$ cat config.mk
export PLATFORM = sky130hd
export DESIGN_NAME = iod_dev_end_flat
export DESIGN_NICKNAME = d
export VERILOG_FILES = /design/src/inc/iod_pkg.sv /design/src/inc/iod_bus_if.sv /design/src/logic/iod_sync.sv /design/src/logic/iod_dev_end.sv /design/src/flat_wrapper.sv
export SDC_FILE = /design/constraint.sdc
export NUM_CORES = 1
export LEC_CHECK = 0
export BUFFER_PORTS_ARGS = -buffer_cell sky130_fd_sc_hd__buf_2
export CORE_AREA = 5 5 318 320
export DETAILED_ROUTE_END_ITERATION = 6
export DIE_AREA = 0 0 323 325
export PLACE_DENSITY = 0.38
export SLEW_MARGIN = 20
export SYNTH_ARGS = -nofsm -noshare
export SYNTH_HDL_FRONTEND = slang
export SYNTH_HIERARCHICAL = 1
export SYNTH_SLANG_ARGS = --single-unit
$ cat constraint.sdc
create_clock -name clk -period 5.9 [get_ports clk]
set_input_delay 1.77 -clock clk [delete_from_list [all_inputs] [get_ports clk]]
set_output_delay 1.77 -clock clk [all_outputs]
set_load 0.05 [all_outputs]
$ cat src/inc/iod_pkg.sv
// constants, command encodings and register masks for the io register space decoder
// Operation
// - software writes zero into reserved bit positions
// - never write a reserved io location
// - bit set/clear only at io 0x00..0x1F
// - bit test for skip in lower range
// - writing one clears flag, zero keeps
// - bit set/clear touches only the addressed bit
// - io addresses run 0x00 to 0x3F
// - data address equals io address plus 0x20
package iod_pkg;

  // ==========================================================
  // address space
  localparam int IO_NREG = 32;
  localparam logic [7:0] DATA_OFFSET = 8'h20;
  localparam logic [7:0] IO_TOP = 8'h3F;
  localparam logic [7:0] DATA_TOP = 8'h5F;
  localparam logic [7:0] BIT_TOP = 8'h1F;
  localparam logic [7:0] RESET_VALUE = 8'h00;
  localparam logic SPACE_IO = 1'b0;
  localparam logic SPACE_DATA = 1'b1;

  typedef enum logic [2:0] {
    OP_READ,
    OP_WRITE,
    OP_SET_BIT,
    OP_CLEAR_BIT,
    OP_TEST_BIT
  } iod_op_e;

  // ==========================================================
  // register offsets in io space
  localparam logic [4:0] EEPROM_ACCESS_CONTROL = 5'h1C;
  localparam logic [4:0] PORT_A_OUTPUT_LATCH = 5'h1B;
  localparam logic [4:0] PORT_A_DIRECTION = 5'h1A;
  localparam logic [4:0] PORT_A_PIN_INPUT = 5'h19;
  localparam logic [4:0] PORT_B_OUTPUT_LATCH = 5'h18;
  localparam logic [4:0] PORT_B_DIRECTION = 5'h17;
  localparam logic [4:0] PORT_B_PIN_INPUT = 5'h16;
  localparam logic [4:0] SCRATCH_REGISTER_TWO = 5'h15;
  localparam logic [4:0] SCRATCH_REGISTER_ONE = 5'h14;
  localparam logic [4:0] SCRATCH_REGISTER_ZERO = 5'h13;
  localparam logic [4:0] PORT_D_OUTPUT_LATCH = 5'h12;
  localparam logic [4:0] PORT_D_DIRECTION = 5'h11;
  localparam logic [4:0] PORT_D_PIN_INPUT = 5'h10;
  localparam logic [4:0] SERIAL_IFACE_SHIFT_DATA = 5'h0F;
  localparam logic [4:0] SERIAL_IFACE_STATUS = 5'h0E;
  localparam logic [4:0] SERIAL_IFACE_CONTROL = 5'h0D;
  localparam logic [4:0] UART_DATA_BUFFER = 5'h0C;
  localparam logic [4:0] UART_STATUS_A = 5'h0B;
  localparam logic [4:0] UART_CONTROL_B = 5'h0A;
  localparam logic [4:0] UART_BAUD_DIVISOR_LOW = 5'h09;
  localparam logic [4:0] COMPARATOR_CONTROL_STATUS = 5'h08;
  localparam logic [4:0] BROWNOUT_SLEEP_CONTROL = 5'h07;
  localparam logic [4:0] POWER_REDUCTION = 5'h06;
  localparam logic [4:0] PIN_CHANGE_MASK_TWO = 5'h05;
  localparam logic [4:0] PIN_CHANGE_MASK_ONE = 5'h04;
  localparam logic [4:0] UART_CONTROL_C = 5'h03;
  localparam logic [4:0] UART_BAUD_DIVISOR_HIGH = 5'h02;
  localparam logic [4:0] DIGITAL_INPUT_DISABLE = 5'h01;
  localparam logic [4:0] SERIAL_IFACE_BUFFER = 5'h00;

  localparam int PIN_A_W = 3;
  localparam int PIN_B_W = 8;
  localparam int PIN_D_W = 7;

  // ==========================================================
  // bit masks: plain read/write, write-one-to-clear, read-only
  function automatic logic [7:0] wr_mask(input logic [4:0] a);
    case (a)
      EEPROM_ACCESS_CONTROL: wr_mask = 8'h3F;
      PORT_A_OUTPUT_LATCH, PORT_A_DIRECTION: wr_mask = 8'h07;
      PORT_B_OUTPUT_LATCH, PORT_B_DIRECTION: wr_mask = 8'hFF;
      SCRATCH_REGISTER_TWO, SCRATCH_REGISTER_ONE, SCRATCH_REGISTER_ZERO: wr_mask = 8'hFF;
      PORT_D_OUTPUT_LATCH, PORT_D_DIRECTION: wr_mask = 8'h7F;
      SERIAL_IFACE_SHIFT_DATA, SERIAL_IFACE_CONTROL, UART_DATA_BUFFER: wr_mask = 8'hFF;
      SERIAL_IFACE_STATUS: wr_mask = 8'h0F;
      UART_STATUS_A: wr_mask = 8'h03;
      UART_CONTROL_B: wr_mask = 8'hFD;
      UART_BAUD_DIVISOR_LOW, UART_CONTROL_C: wr_mask = 8'hFF;
      COMPARATOR_CONTROL_STATUS: wr_mask = 8'hCF;
      BROWNOUT_SLEEP_CONTROL, DIGITAL_INPUT_DISABLE: wr_mask = 8'h03;
      POWER_REDUCTION, UART_BAUD_DIVISOR_HIGH: wr_mask = 8'h0F;
      PIN_CHANGE_MASK_TWO: wr_mask = 8'h7F;
      PIN_CHANGE_MASK_ONE: wr_mask = 8'h07;
      default: wr_mask = 8'h00;
    endcase
  endfunction

  function automatic logic [7:0] w1c_mask(input logic [4:0] a);
    case (a)
      SERIAL_IFACE_STATUS: w1c_mask = 8'hE0;
      UART_STATUS_A: w1c_mask = 8'h40;
      COMPARATOR_CONTROL_STATUS: w1c_mask = 8'h10;
      default: w1c_mask = 8'h00;
    endcase
  endfunction

  function automatic logic [7:0] ro_mask(input logic [4:0] a);
    case (a)
      PORT_A_PIN_INPUT: ro_mask = 8'h07;
      PORT_B_PIN_INPUT, SERIAL_IFACE_BUFFER: ro_mask = 8'hFF;
      PORT_D_PIN_INPUT: ro_mask = 8'h7F;
      SERIAL_IFACE_STATUS: ro_mask = 8'h10;
      UART_STATUS_A: ro_mask = 8'hBC;
      UART_CONTROL_B: ro_mask = 8'h02;
      COMPARATOR_CONTROL_STATUS: ro_mask = 8'h20;
      default: ro_mask = 8'h00;
    endcase
  endfunction

  // ==========================================================
  // core-end control registers on apb
  localparam logic [11:0] CMD_OFF = 12'h000;
  localparam logic [11:0] STATUS_OFF = 12'h004;
  localparam int CMD_OP_LSB = 0;
  localparam int CMD_SPACE_BIT = 3;
  localparam int CMD_BIT_LSB = 4;
  localparam int CMD_ADDR_LSB = 8;
  localparam int CMD_DATA_LSB = 16;
  localparam int ST_BUSY = 0;
  localparam int ST_DONE = 1;
  localparam int ST_ERR = 2;
  localparam int ST_BITVAL = 3;
  localparam int ST_OVERRUN = 4;
  localparam int ST_RDATA_LSB = 8;

endpackage

$ cat src/inc/iod_bus_if.sv
// link between processor core end and io register space end
`timescale 1ns/1ns
`default_nettype none
interface iod_bus_if;
  import iod_pkg::*;
  logic req;
  iod_op_e op;
  logic space;
  logic [7:0] addr;
  logic [2:0] bit_sel;
  logic [7:0] wdata;
  logic ack;
  logic [7:0] rdata;
  logic bit_val;
  logic err;

  modport dev (input req, op, space, addr, bit_sel, wdata, output ack, rdata, bit_val, err);
  modport core (output req, op, space, addr, bit_sel, wdata, input ack, rdata, bit_val, err);
endinterface
`default_nettype wire

$ cat src/logic/iod_sync.sv
// two-stage synchroniser for pin inputs
`timescale 1ns/1ns
`default_nettype none
module iod_sync #(
  parameter int WIDTH = 8
) (
  input wire logic clk,
  input wire logic rst_b,
  input wire logic en,
  input wire logic [WIDTH-1:0] async_in,
  output logic [WIDTH-1:0] sync_out
);
  logic [WIDTH-1:0] meta_reg;

  if (WIDTH < 1) begin : g_bad_width
    $error("iod_sync: WIDTH must be at least 1");
  end

  always_ff @(posedge clk) begin
    if (!rst_b) begin
      meta_reg <= '0;
      sync_out <= '0;
    end else if (en) begin
      meta_reg <= async_in;
      sync_out <= meta_reg;
    end
  end
endmodule
`default_nettype wire

$ cat src/logic/iod_dev_end.sv
// io register space: address decode, bit operations and register storage
`timescale 1ns/1ns
`default_nettype none
module iod_dev_end (
  input wire logic clk,
  input wire logic rst_b,
  input wire logic en,
  iod_bus_if.dev bus,
  input wire logic [iod_pkg::PIN_A_W-1:0] pin_a,
  input wire logic [iod_pkg::PIN_B_W-1:0] pin_b,
  input wire logic [iod_pkg::PIN_D_W-1:0] pin_d,
  input wire logic [iod_pkg::IO_NREG-1:0][7:0] hw_status,
  input wire logic [iod_pkg::IO_NREG-1:0][7:0] hw_flag_set,
  output logic [iod_pkg::IO_NREG-1:0][7:0] reg_out
);
  import iod_pkg::*;

  // ==========================================================
  // pin input synchronisers
  logic [PIN_A_W-1:0] pin_a_sync;
  logic [PIN_B_W-1:0] pin_b_sync;
  logic [PIN_D_W-1:0] pin_d_sync;

  iod_sync #(.WIDTH(PIN_A_W)) u_sync_a (
    .clk(clk),
    .rst_b(rst_b),
    .en(en),
    .async_in(pin_a),
    .sync_out(pin_a_sync)
  );
  iod_sync #(.WIDTH(PIN_B_W)) u_sync_b (
    .clk(clk),
    .rst_b(rst_b),
    .en(en),
    .async_in(pin_b),
    .sync_out(pin_b_sync)
  );
  iod_sync #(.WIDTH(PIN_D_W)) u_sync_d (
    .clk(clk),
    .rst_b(rst_b),
    .en(en),
    .async_in(pin_d),
    .sync_out(pin_d_sync)
  );

  // ==========================================================
  // address decode
  logic ack_reg;
  logic [7:0] rdata_reg;
  logic bit_val_reg;
  logic err_reg;

  wire from_data = bus.space == SPACE_DATA;
  wire data_in_range = (bus.addr >= DATA_OFFSET) && (bus.addr <= DATA_TOP);
  wire io_in_range = bus.addr <= IO_TOP;
  wire in_range = from_data ? data_in_range : io_in_range;
  wire [7:0] io_addr = from_data ? 8'(bus.addr - DATA_OFFSET) : bus.addr;
  wire lower = in_range && (io_addr <= BIT_TOP);
  wire [4:0] idx = io_addr[4:0];
  wire is_write = bus.op == OP_WRITE;
  wire is_set = bus.op == OP_SET_BIT;
  wire is_clear = bus.op == OP_CLEAR_BIT;
  wire is_test = bus.op == OP_TEST_BIT;
  wire is_bit_op = is_set || is_clear || is_test;
  wire bad_op = !(bus.op inside {OP_READ, OP_WRITE, OP_SET_BIT, OP_CLEAR_BIT, OP_TEST_BIT});
  wire refused = !in_range || bad_op || (is_bit_op && !lower);
  wire take = en && bus.req && !ack_reg;
  wire modify = take && !refused && lower && (is_write || is_set || is_clear);
  wire [7:0] bit_mask = 8'(8'h01 << bus.bit_sel);

  // ==========================================================
  // register storage, one entry per io address below 0x20
  logic [IO_NREG-1:0][7:0] read_view;

  for (genvar i = 0; i < IO_NREG; i++) begin : g_reg
    localparam logic [7:0] WM = wr_mask(5'(i));
    localparam logic [7:0] W1 = w1c_mask(5'(i));
    localparam logic [7:0] RO = ro_mask(5'(i));
    logic [7:0] val_reg;
    logic [7:0] val_next;
    logic [7:0] src;
    wire hit = modify && (idx == 5'(i));
    // a bit operation narrows the write and write-one-to-clear masks to the addressed bit
    wire [7:0] eff_wm = is_write ? WM : (WM & bit_mask);
    wire [7:0] eff_w1 = is_write ? W1 : (W1 & bit_mask);
    wire [7:0] wd = is_write ? bus.wdata : (is_set ? bit_mask : 8'h00);
    wire [7:0] written = ((val_reg & ~eff_wm) | (wd & eff_wm)) & ~(wd & eff_w1);

    // hardware flag set beats a clear in the same cycle
    assign val_next = ((hit ? written : val_reg) | (hw_flag_set[i] & W1)) & (WM | W1);

    assign src = (5'(i) == PORT_A_PIN_INPUT) ? 8'(pin_a_sync) :
                 (5'(i) == PORT_B_PIN_INPUT) ? 8'(pin_b_sync) :
                 (5'(i) == PORT_D_PIN_INPUT) ? 8'(pin_d_sync) : hw_status[i];
    // reserved bits and unmapped addresses read zero
    assign read_view[i] = (val_reg & (WM | W1)) | (src & RO);
    assign reg_out[i] = val_reg;

    always_ff @(posedge clk) begin
      if (!rst_b) begin
        val_reg <= RESET_VALUE;
      end else if (en) begin
        val_reg <= val_next;
      end
    end
  end

  // ==========================================================
  // response
  // upper half of io space is unmapped here: reads zero, writes dropped
  wire [7:0] rdata_next = (!refused && lower) ? read_view[idx] : 8'h00;
  wire bit_val_next = is_test && !refused && rdata_next[bus.bit_sel];

  always_ff @(posedge clk) begin
    if (!rst_b) begin
      ack_reg <= 1'b0;
      rdata_reg <= 8'h00;
      bit_val_reg <= 1'b0;
      err_reg <= 1'b0;
    end else if (en) begin
      ack_reg <= take;
      if (take) begin
        rdata_reg <= rdata_next;
        bit_val_reg <= bit_val_next;
        err_reg <= refused;
      end
    end
  end

  assign bus.ack = ack_reg;
  assign bus.rdata = rdata_reg;
  assign bus.bit_val = bit_val_reg;
  assign bus.err = err_reg;
endmodule
`default_nettype wire

$ cat src/flat_wrapper.sv
// flat-port wrapper written by rule: the top's interface ports become plain ports
module iod_dev_end_flat import iod_pkg::*;
  (clk, rst_b, en, pin_a, pin_b, pin_d, hw_status, hw_flag_set, reg_out, bus_req, bus_op, bus_space, bus_addr, bus_bit_sel, bus_wdata, bus_ack, bus_rdata, bus_bit_val, bus_err);
  iod_bus_if bus_i ();
  input wire logic clk;
  input wire logic rst_b;
  input wire logic en;
  input wire logic [iod_pkg::PIN_A_W-1:0] pin_a;
  input wire logic [iod_pkg::PIN_B_W-1:0] pin_b;
  input wire logic [iod_pkg::PIN_D_W-1:0] pin_d;
  input wire logic [iod_pkg::IO_NREG-1:0][7:0] hw_status;
  input wire logic [iod_pkg::IO_NREG-1:0][7:0] hw_flag_set;
  output logic [iod_pkg::IO_NREG-1:0][7:0] reg_out;
  input wire logic [$bits(bus_i.req)-1:0] bus_req;
  input wire logic [$bits(bus_i.op)-1:0] bus_op;
  input wire logic [$bits(bus_i.space)-1:0] bus_space;
  input wire logic [$bits(bus_i.addr)-1:0] bus_addr;
  input wire logic [$bits(bus_i.bit_sel)-1:0] bus_bit_sel;
  input wire logic [$bits(bus_i.wdata)-1:0] bus_wdata;
  output wire logic [$bits(bus_i.ack)-1:0] bus_ack;
  output wire logic [$bits(bus_i.rdata)-1:0] bus_rdata;
  output wire logic [$bits(bus_i.bit_val)-1:0] bus_bit_val;
  output wire logic [$bits(bus_i.err)-1:0] bus_err;
  assign bus_i.req = bus_req;
  assign bus_i.op = bus_op;
  assign bus_i.space = bus_space;
  assign bus_i.addr = bus_addr;
  assign bus_i.bit_sel = bus_bit_sel;
  assign bus_i.wdata = bus_wdata;
  assign bus_ack = bus_i.ack;
  assign bus_rdata = bus_i.rdata;
  assign bus_bit_val = bus_i.bit_val;
  assign bus_err = bus_i.err;
  iod_dev_end u_core (.clk(clk), .rst_b(rst_b), .en(en), .bus(bus_i), .pin_a(pin_a), .pin_b(pin_b), .pin_d(pin_d), .hw_status(hw_status), .hw_flag_set(hw_flag_set), .reg_out(reg_out));
endmodule
# [Word-level counts from Yosys, hierarchy flattened]
# Cells that the tools add are included.
[classes] addsub=1 order_cmp=6 n_eq_ne=29 shifts=1 mux=23 bitwise=82 n_reduce_logical=72
[op_table] operator="AND 8 bit" count=19
[op_table] operator="bitwise OR 8 bit" count=14
[op_table] operator="two-way mux 8 bit" count=11
[op_table] operator="equality test 5 bit, second input constant" count=10
[op_table] operator="AND 7 bit" count=7
[op_table] operator="AND reduction 2 bit" count=23
[op_table] operator="binary-select mux 8 bit (select 5 bit)" count=1
[op_table] operator="equality test 5 x 4 -> 1 bit, second input constant" count=8
[op_table] operator="inverter 8 bit" count=5
[op_table] operator="logical AND 1 bit" count=36
[op_table] operator="bitwise OR 7 bit" count=5
[op_table] operator="two-way mux 7 bit" count=3
[op_table] operator="equality test 5 x 3 -> 1 bit, second input constant" count=4
[op_table] operator="bitwise OR 8 x 5 -> 8 bit" count=2
[op_table] operator="inverter 7 bit" count=2
[op_table] operator="AND 3 bit" count=4
[op_table] operator="AND 6 bit" count=2
[op_table] operator="equality test 5 x 2 -> 1 bit, second input constant" count=2
[op_table] operator="bitwise OR 3 bit" count=3
[op_table] operator="AND 4 bit" count=2
[op_table] operator="AND 8 x 4 -> 8 bit" count=1
[op_table] operator="AND 8 x 5 -> 8 bit" count=1
[op_table] operator=">= comparator 8 x 6 -> 1 bit, second input constant" count=1
[op_table] operator="less-or-equal comparator 8 x 5 -> 1 bit, second input constant" count=1
[op_table] operator="33 further kinds" count=47
[totals] reg_bits=199 input_bits=557 output_inout_bits=267 elab_cells=249

# [Longest topological paths before layout]
# Gate-level depths: netlist of run 1.
[depth] ltp_word=14 mapped_depth=11 ltp_nobuf=9

# [Hierarchy]
# The synthesis of run 1 kept the hierarchy.
[modules_own_cells] module="iod_dev_end" n_inst=1 cells_each=1179 area_each_um2=9557.9 seq_area_each_um2=3263.1
[modules_own_cells] module="iod_sync (u_core.u_sync_b)" n_inst=1 cells_each=51 area_each_um2=615.6 seq_area_each_um2=320.3
[modules_own_cells] module="iod_sync (u_core.u_sync_d)" n_inst=1 cells_each=45 area_each_um2=543.0 seq_area_each_um2=280.3
[modules_own_cells] module="iod_sync (u_core.u_sync_a)" n_inst=1 cells_each=19 area_each_um2=229.0 seq_area_each_um2=120.1

# [Worst setup path after synthesis of run 1]
# No wires, ideal clock.
[synth_path] kind="input to register" start="in bus_addr[5]" end="reg with a tool-made name" setup_ns=0.120 arrival_time_ns=3.438 t_required_ns=5.780 path_slack_ns=2.343 stages=9 path_buffers=1 path_cell_list="inv_1 -> ha_1 -> and4b_1 -> o2111ai_1 -> or2_0 -> clkbuf_1 -> or3_1 -> o21ai_0 -> a21boi_1"
[synth_rtl] item="from (decl)" line="flat_wrapper.sv:17" rtl="input wire logic [$bits(bus_i.addr)-1:0] bus_addr;"

==> results of run 1 <==
## critical path: stages
cell and delay, ns:
buf_2 0.14, inv_1 0.06, ha_1 0.29, and4b_1 0.23
o2111ai_1 0.46, nor2_1 0.52, nand3_1 0.25, nor2_1 0.77
nand3_1 0.18, a21boi_1 0.15
## worst paths after layout
kind                                                   from   end  slack, ns  depth (start not counted)
worst max-delay path                            bus_addr[5]  flop       1.48                         10
worst min-delay path                                   flop  flop       0.50                          2
worst max register to register  u_core/bus.ack$_SDFFE_PN0P_  flop       2.83                          7
worst min register to register                         flop  flop       0.50                          2
## cell type report
class | instances | area, µm² | share of cell area, %
diodes | 2 | 5.005 | 0.03667
clock buffers | 19 | 442.9 | 3.245
clock inverters | 13 | 135.1 | 0.9900
inverters | 9 | 33.78 | 0.2475
multi-input cells | 988 | 6007 | 44.01
flip-flops and latches | 199 | 3984 | 29.19
well taps | 1287 | 1610 | 11.80
repair buffers | 261 | 1431 | 10.49
## cell usage in the layout (no fill, tap or decap), types with 4 or more instances in the layout
cell,n
a211oi_1,4
a21boi_0,32
a21boi_1,29
a21oi_1,100
a221oi_1,4
a22oi_1,5
a31oi_1,8
a32oi_1,4
and3_1,5
buf_2,226
buf_4,32
clkbuf_16,17
clkinv_4,4
conb_1,104
dfxtp_1,199
inv_1,8
mux2_2,11
mux2i_1,63
mux4_2,16
nand2_1,43
nand2b_1,11
nand3_1,87
nor2_1,129
nor2b_1,59
nor3_1,12
nor3_2,4
o2111ai_1,6
o21ai_0,155
o22ai_1,10
o32a_1,5
## routing by layer
layer	vias to the layer above	part of all wire, %	track usage, %
li1	4790	-	-
met1	5325	46	16.96
met2	554	41	17.04
met3	31	12	5.313
met4	2	1.0	1.699
met5	-	0.018	0
## through the flow
step           util [%]  instance area (µm²)  hold WS (ns)  power, mW
6_report          13.95                13650        0.4979      3.125
5_1_grt           13.95                13650        0.5226      3.225
4_1_cts           13.94                13640        0.4982      3.136
3_5_place_dp      13.35                13070        0.4823      1.914
3_3_place_gp      13.35                13060        0.4789      1.916
2_1_floorplan         -                11330        0.4766      1.817
## power by group through the flow
stage,Sequential [mW],Combinational (mW),Clock (mW)
final,1.37,0.525,1.23
after floorplan,1.41,0.411,0
after global placement,1.40,0.516,0
after detailed placement,1.40,0.514,0
after global routing,1.37,0.547,1.31
after CTS,1.37,0.515,1.25
## logic make-up (layout without fill, tap and decap cells)
family          count (synthesis)  count (layout)
xor+xnor                        1               1
mux                            95              95
compound gates                401             401
other cells                     1             106
buf+inv                       210             302
flops                         199             199
fa+ha+maj                       1               1
simple gates                  386             386
==> results.md, run 1 <==
- Status: complete, no violations
- Gr usage total: 11.96%
- Synth Area in XOR/XNOR: 0.08002%
- Vias in the first global route: 9955
- Placer's final routability congestion estimate: 0.8104
- Fin Setup TNS: 0 ns
- Flop pwr share: 43.8%
- Via/cell ratio: 3.852
- F_max: 226.3 MHz
- WS Path Type: in -> reg
- Most frequent cell after synthesis: dfxtp_1
- VDD IR max: 144.0 µV
- First-pass GRT wire length: 88.15 mm
- Switching Fraction: 34.54%
- Max-slew violations: 0
- DRC viols: 0
- Worst Path Max Fanout: 8
- Post-CTS setup buffers: 0
- Clk buf depth: 2
- RSZ-0062 raised after global routing: no
- Critical Path AT: 4.83 ns
- Post-CTS resize count: 0
- Non-Filler Instances: 2778
- Die W: 323 µm
- Final hold vios: 0
- Die Y: 325 µm
- Main area contributors after synthesis: dfxtp_1 36%, buf_4 7.3%, o21ai_0 7.1%, mux2i_1 5.8%, a21oi_1 4.7%
- PwrDens: 229.0 nW/µm²
- HP Class: reg -> reg
- Post-synth EDFFs: 0
- WL final: 65.72 mm
- Core region area: 97840 µm²
- Startpoint type of the worst setup path: primary input
- Yosys top cell area share: 36.40%
- Initial antenna violation count: 9
- P_leak: 5.230 nW
- Final clock period utilization by the worst path: 74.89%
- TritonRoute pass-1 iters: 6
- Yosys warns: 6
- Fill count: 11280
- Pin count of the biggest net entering global routing: 200
- Largest family of logic cells by synthesized area: compound AO/OA/AOI/OAI gates
- Post-synthesis sequential area ratio: 36.40%
- Tmin final: 4.419 ns
- Pint: 2.046 mW
- Layout cell share with drive strength beyond 1: 23.44%
- Cts-stage hold buffer count: 0
- Post-Synthesis Cells: 1294
- Worst Skew: 0.01400 ns
- Post-Syn Area per Cell: 8.459 µm²
- # port buffers: 228
- Slew Limit Headroom: 28.69%
- Starting density of the core: 11.19%
- DP Cell Count: 2744
- Pre-CTS setup slack: 1.116 ns
- Switch Pwr: 1.079 mW
- Die area: 105000 µm²
- Post-DRT Antenna Nets: 0
- Syn Std Cell Area: 10950 µm²
- Crit path capture type: flop
- Grt ovf: 0
- Post-synth top cells: 199 x dfxtp_1, 156 x o21ai_0, 131 x nor2_1, 106 x buf_4, 102 x a21oi_1
- Synth-to-Final Area Change: 24.70%
- Unique masters post-synth: 79
- Clock-pin slew on the worst setup and hold paths: 0.10 ns
- Worst-margin pin slew: 1.068 ns
- I/O pin count: 824
- Row count: 115
- Synth area leader: dfxtp_1
- CTS Root Cell: clkbuf_16
- Mux contribution to synthesized area: 10.97%
- MaxCap Viol Count: 0
- CTS Buf Count: 17
- H-tree depth: 4
- Worst-Skew Late Latency: 0.47 ns
- CTS tree: done
- Final setup violation count: 0
- Post-Synth Adder-Cell Area: 0.1143%
- Post-Synth Simple-Gate Area: 17.65%
- Top_reg_cell synth: dfxtp_1
- Combinational power share: 16.8%
- 1st-iter DRT viols: 1030
- PnR worst setup slack: 1.481 ns
- Detail Placement HPWL: 50.41 mm
- CTS sink cnt: 199
- Clk pwr share: 39.4%
- Vias: 10700
- # nets final: 2034
- Yosys reg bits: 199
- Synth Area in Compound Gates: 22.22%
- Routed wire per std cell: 23.66 µm
- Post-synth ARST share: 0%
- Worst Path Required: 6.31 ns
Note: power is estimated with default switching activity, not from simulation.
==> run 2, diff against run 1 <==
Settings changed: CORE_AREA 5 5 318 320 to 5 5 317 319, DIE_AREA 0 0 323 325 to 0 0 322 324, PLACE_DENSITY 0.38 to 0.39.
Clock period 5.9 ns to 3.75 ns, I/O delays scaled along.
==> run 2 against run 1 <==
Net effect:
- the flow now finishes with violations (DRC)
- sequential power grew 57%
- design area rose by 5.0%
- flip-flop and latch count stayed put
- setup slack got worse by 0.90 ns
- clock skew shrank 0.0042 ns
- clock power increased by 72%
- clock-buffer cell count is 1 lower
- critical path depth is 1 higher
- die area decreased by 0.62%
- first-iteration DRC count up 7.9%
- via count up 2.1%
- cell count rose by 3.0%
- largest power group unchanged
- highest routed layer unchanged
==> results.md, run 2 (synthesized netlist as in run 1, its figures left out) <==
- CTS Root Cell: clkbuf_16
- Die area: 104300 µm² (-0.62%)
- Layout Utilization: 14.69% (+0.74 points)
- # port buffers: 228 (unchanged)
- PwrDens: 357.6 nW/µm² (+56%)
- Synth-to-Final Area Change: 30.90%
- CTS tree: done
- R2R Path Start: u_core/bus.ack$_SDFFE_PN0P_
- Switching Fraction: 31.83% (-2.7 points)
- Worst R2R Path Depth: 9 (+2)
- Starting density of the core: 11.22% (+0.033 points)
- Combinational power share: 16.7% (about the same)
- Layout cell share with drive strength beyond 1: 27.02% (+3.6 points)
- Routed wire per std cell: 23.13 µm (-2.2%)
- Worst Skew: 0.009765 ns (-0.004232 ns)
- Worst hold path depth: 2 (unchanged)
- Crit path capture type: flop
- Final hold vios: 0 (unchanged)
- Failing checks: DRC
- Die W: 322 µm (-0.31%)
- Placer's final routability congestion estimate: 0.8345 (+3.0%)
- Detail Placement HPWL: 51.53 mm (+2.2%)
- HP Class: reg -> reg
- I/O pin count: 824 (unchanged)
- Vias: 10920 (+2.1%)
- Core region area: 97560 µm² (-0.29%)
- Worst Path Max Fanout: 11 (+3)
- CTS sink cnt: 199 (unchanged)
- VDD IR max: 309.8 µV (+120%)
- Pint: 3.493 mW (+71%)
- Vias in the first global route: 10250 (+3.0%)
- Most frequent cells in the layout: 226 x buf_2, 199 x dfxtp_1, 155 x o21ai_0, 131 x nor2_1, 111 x buf_4
- Clk pwr share: 41.3% (+1.9 points)
- Reg2reg setup slack: 1.28 ns (-1.55 ns)
- Most common cell after layout, fill and taps aside: buf_2
- Row count: 115 (unchanged)
- Final setup violation count: 0 (unchanged)
- CTS Buf Count: 17 (unchanged)
- TritonRoute pass-1 iters: 7 (+1)
- Grt ovf: 0 (unchanged)
- # nets final: 2115 (+4.0%)
- Cts-stage hold buffer count: 0 (unchanged)
- Fill count: 11220 (-0.59%)
- WL final: 66.15 mm (+0.65%)
- H-tree depth: 4 (unchanged)
- Worst Path Required: 4.11 ns (-2.20 ns)
- PnR worst setup slack: 0.5793 ns (-0.9021 ns)
- Post-CTS resize count: 0 (unchanged)
- Tmin final: 3.171 ns
- Clk buf depth: 2 (unchanged)
- DRC viols: 2 (+2)
- Hold slack: 0.4935 ns (-0.004420 ns)
- P_leak: 5.652 nW (+8.1%)
- Post-DRT Antenna Nets: 0 (unchanged)
- Flop pwr share: 42.0% (-1.8 points)
- Via/cell ratio: 3.820 (-0.85%)
- WS Path Type: in -> reg
- MaxCap Viol Count: 0 (unchanged)
- Fin Setup TNS: 0 ns (unchanged)
- Clock-pin slew on the worst setup and hold paths: 0.08 ns (-0.02 ns)
- Worst-Skew Late Latency: 0.47 ns (about the same)
- Post-CTS setup buffers: 0 (unchanged)
- 1st-iter DRT viols: 1111 (+7.9%)
- Non-Filler Instances: 2860 (+3.0%)
- First-pass GRT wire length: 88.80 mm (+0.73%)
- Switch Pwr: 1.631 mW (+51%)
- Pre-CTS setup slack: 0.1485 ns (-0.9674 ns)
- DP Cell Count: 2825 (+3.0%)
- RSZ-0062 raised after global routing: no
- Initial antenna violation count: 8 (-1)
- Critical Path AT: 3.53 ns (-1.30 ns)
- F_max: 315.4 MHz
- Startpoint type of the worst setup path: primary input
- Worst-margin pin slew: 1.041 ns (-0.02682 ns)
- Max-slew violations: 0 (unchanged)
- Status: finished with violations
- Final clock period utilization by the worst path: 84.55%
- Die Y: 324 µm (-0.31%)
- Pin count of the biggest net entering global routing: 187 (-6.5%)
- Gr usage total: 12.05% (+0.082 points)
- Slew Limit Headroom: 30.32% (+1.6 points)
## run 2: cell count changes in the layout (fill, tap and decap cells not counted), sizes merged, moves of 2 or more
cell,previous run,this run
buf,261,342
diode,2,4
clkinvlp,1,3
bufinv,0,4
inv,15,13
clkinv,6,2
## run 2: worst max path at each step
stage          slack [ns]   startpoint  depth (start not counted)                         endpoint
6_report             0.58  bus_addr[0]                         11  u_core/bus.bit_val$_SDFFE_PN0P_
3_3_place_gp         0.14  bus_addr[0]                         11  u_core/bus.bit_val$_SDFFE_PN0P_
5_1_grt              0.46  bus_addr[0]                         11  u_core/bus.bit_val$_SDFFE_PN0P_
2_1_floorplan        0.84  bus_addr[5]                          9                             flop
3_5_place_dp         0.15  bus_addr[5]                         12                             flop
4_1_cts              0.65  bus_addr[5]                         12                             flop
## run 2: per-layer routing
| layer | track usage, % | part of all wire (%) |
|---|---|---|
| met3 | 5.197 | 12 |
| met5 | 0 | 0.080 |
| met2 | 17.42 | 42 |
| met4 | 1.480 | 0.64 |
| met1 | 17.08 | 46 |
## run 2: through the flow
step	instance area (µm²)	power, mW
after floorplan	11330	2.859
after detailed placement	13680	3.050
final	14330	5.124
after CTS	14320	5.161
after global placement	13680	3.050
after global routing	14320	5.295
## run 2: layout make-up
class | count | area [µm²] | area share, %
multi-input cells | 988 | 5992 | 41.82
flip-flops and latches | 199 | 3984 | 27.81
repair buffers | 342 | 2064 | 14.41
well taps | 1287 | 1610 | 11.24
clock buffers | 18 | 439.2 | 3.065
clock inverters | 13 | 193.9 | 1.354
inverters | 9 | 33.78 | 0.2358
diodes | 4 | 10.01 | 0.06986
## run 2: power by group through the flow
stage	sequential [mW]	clock, mW	combinational [mW]
after floorplan	2.21	0	0.646
after global placement	2.20	0	0.849
after detailed placement	2.20	0	0.848
after CTS	2.15	2.16	0.850
after global routing	2.15	2.24	0.901
final	2.15	2.11	0.858
## run 2: worst max-delay path, cell delays in order
cell and delay, ns:
buf_2 0.23, buf_4 0.26, buf_4 0.17, nor2b_1 0.28, o22ai_1 0.16, a2111oi_1 0.49
a2bb2oi_2 0.11, buf_4 0.19, nor2_1 0.09, a2111oi_1 0.08, o31ai_1 0.33
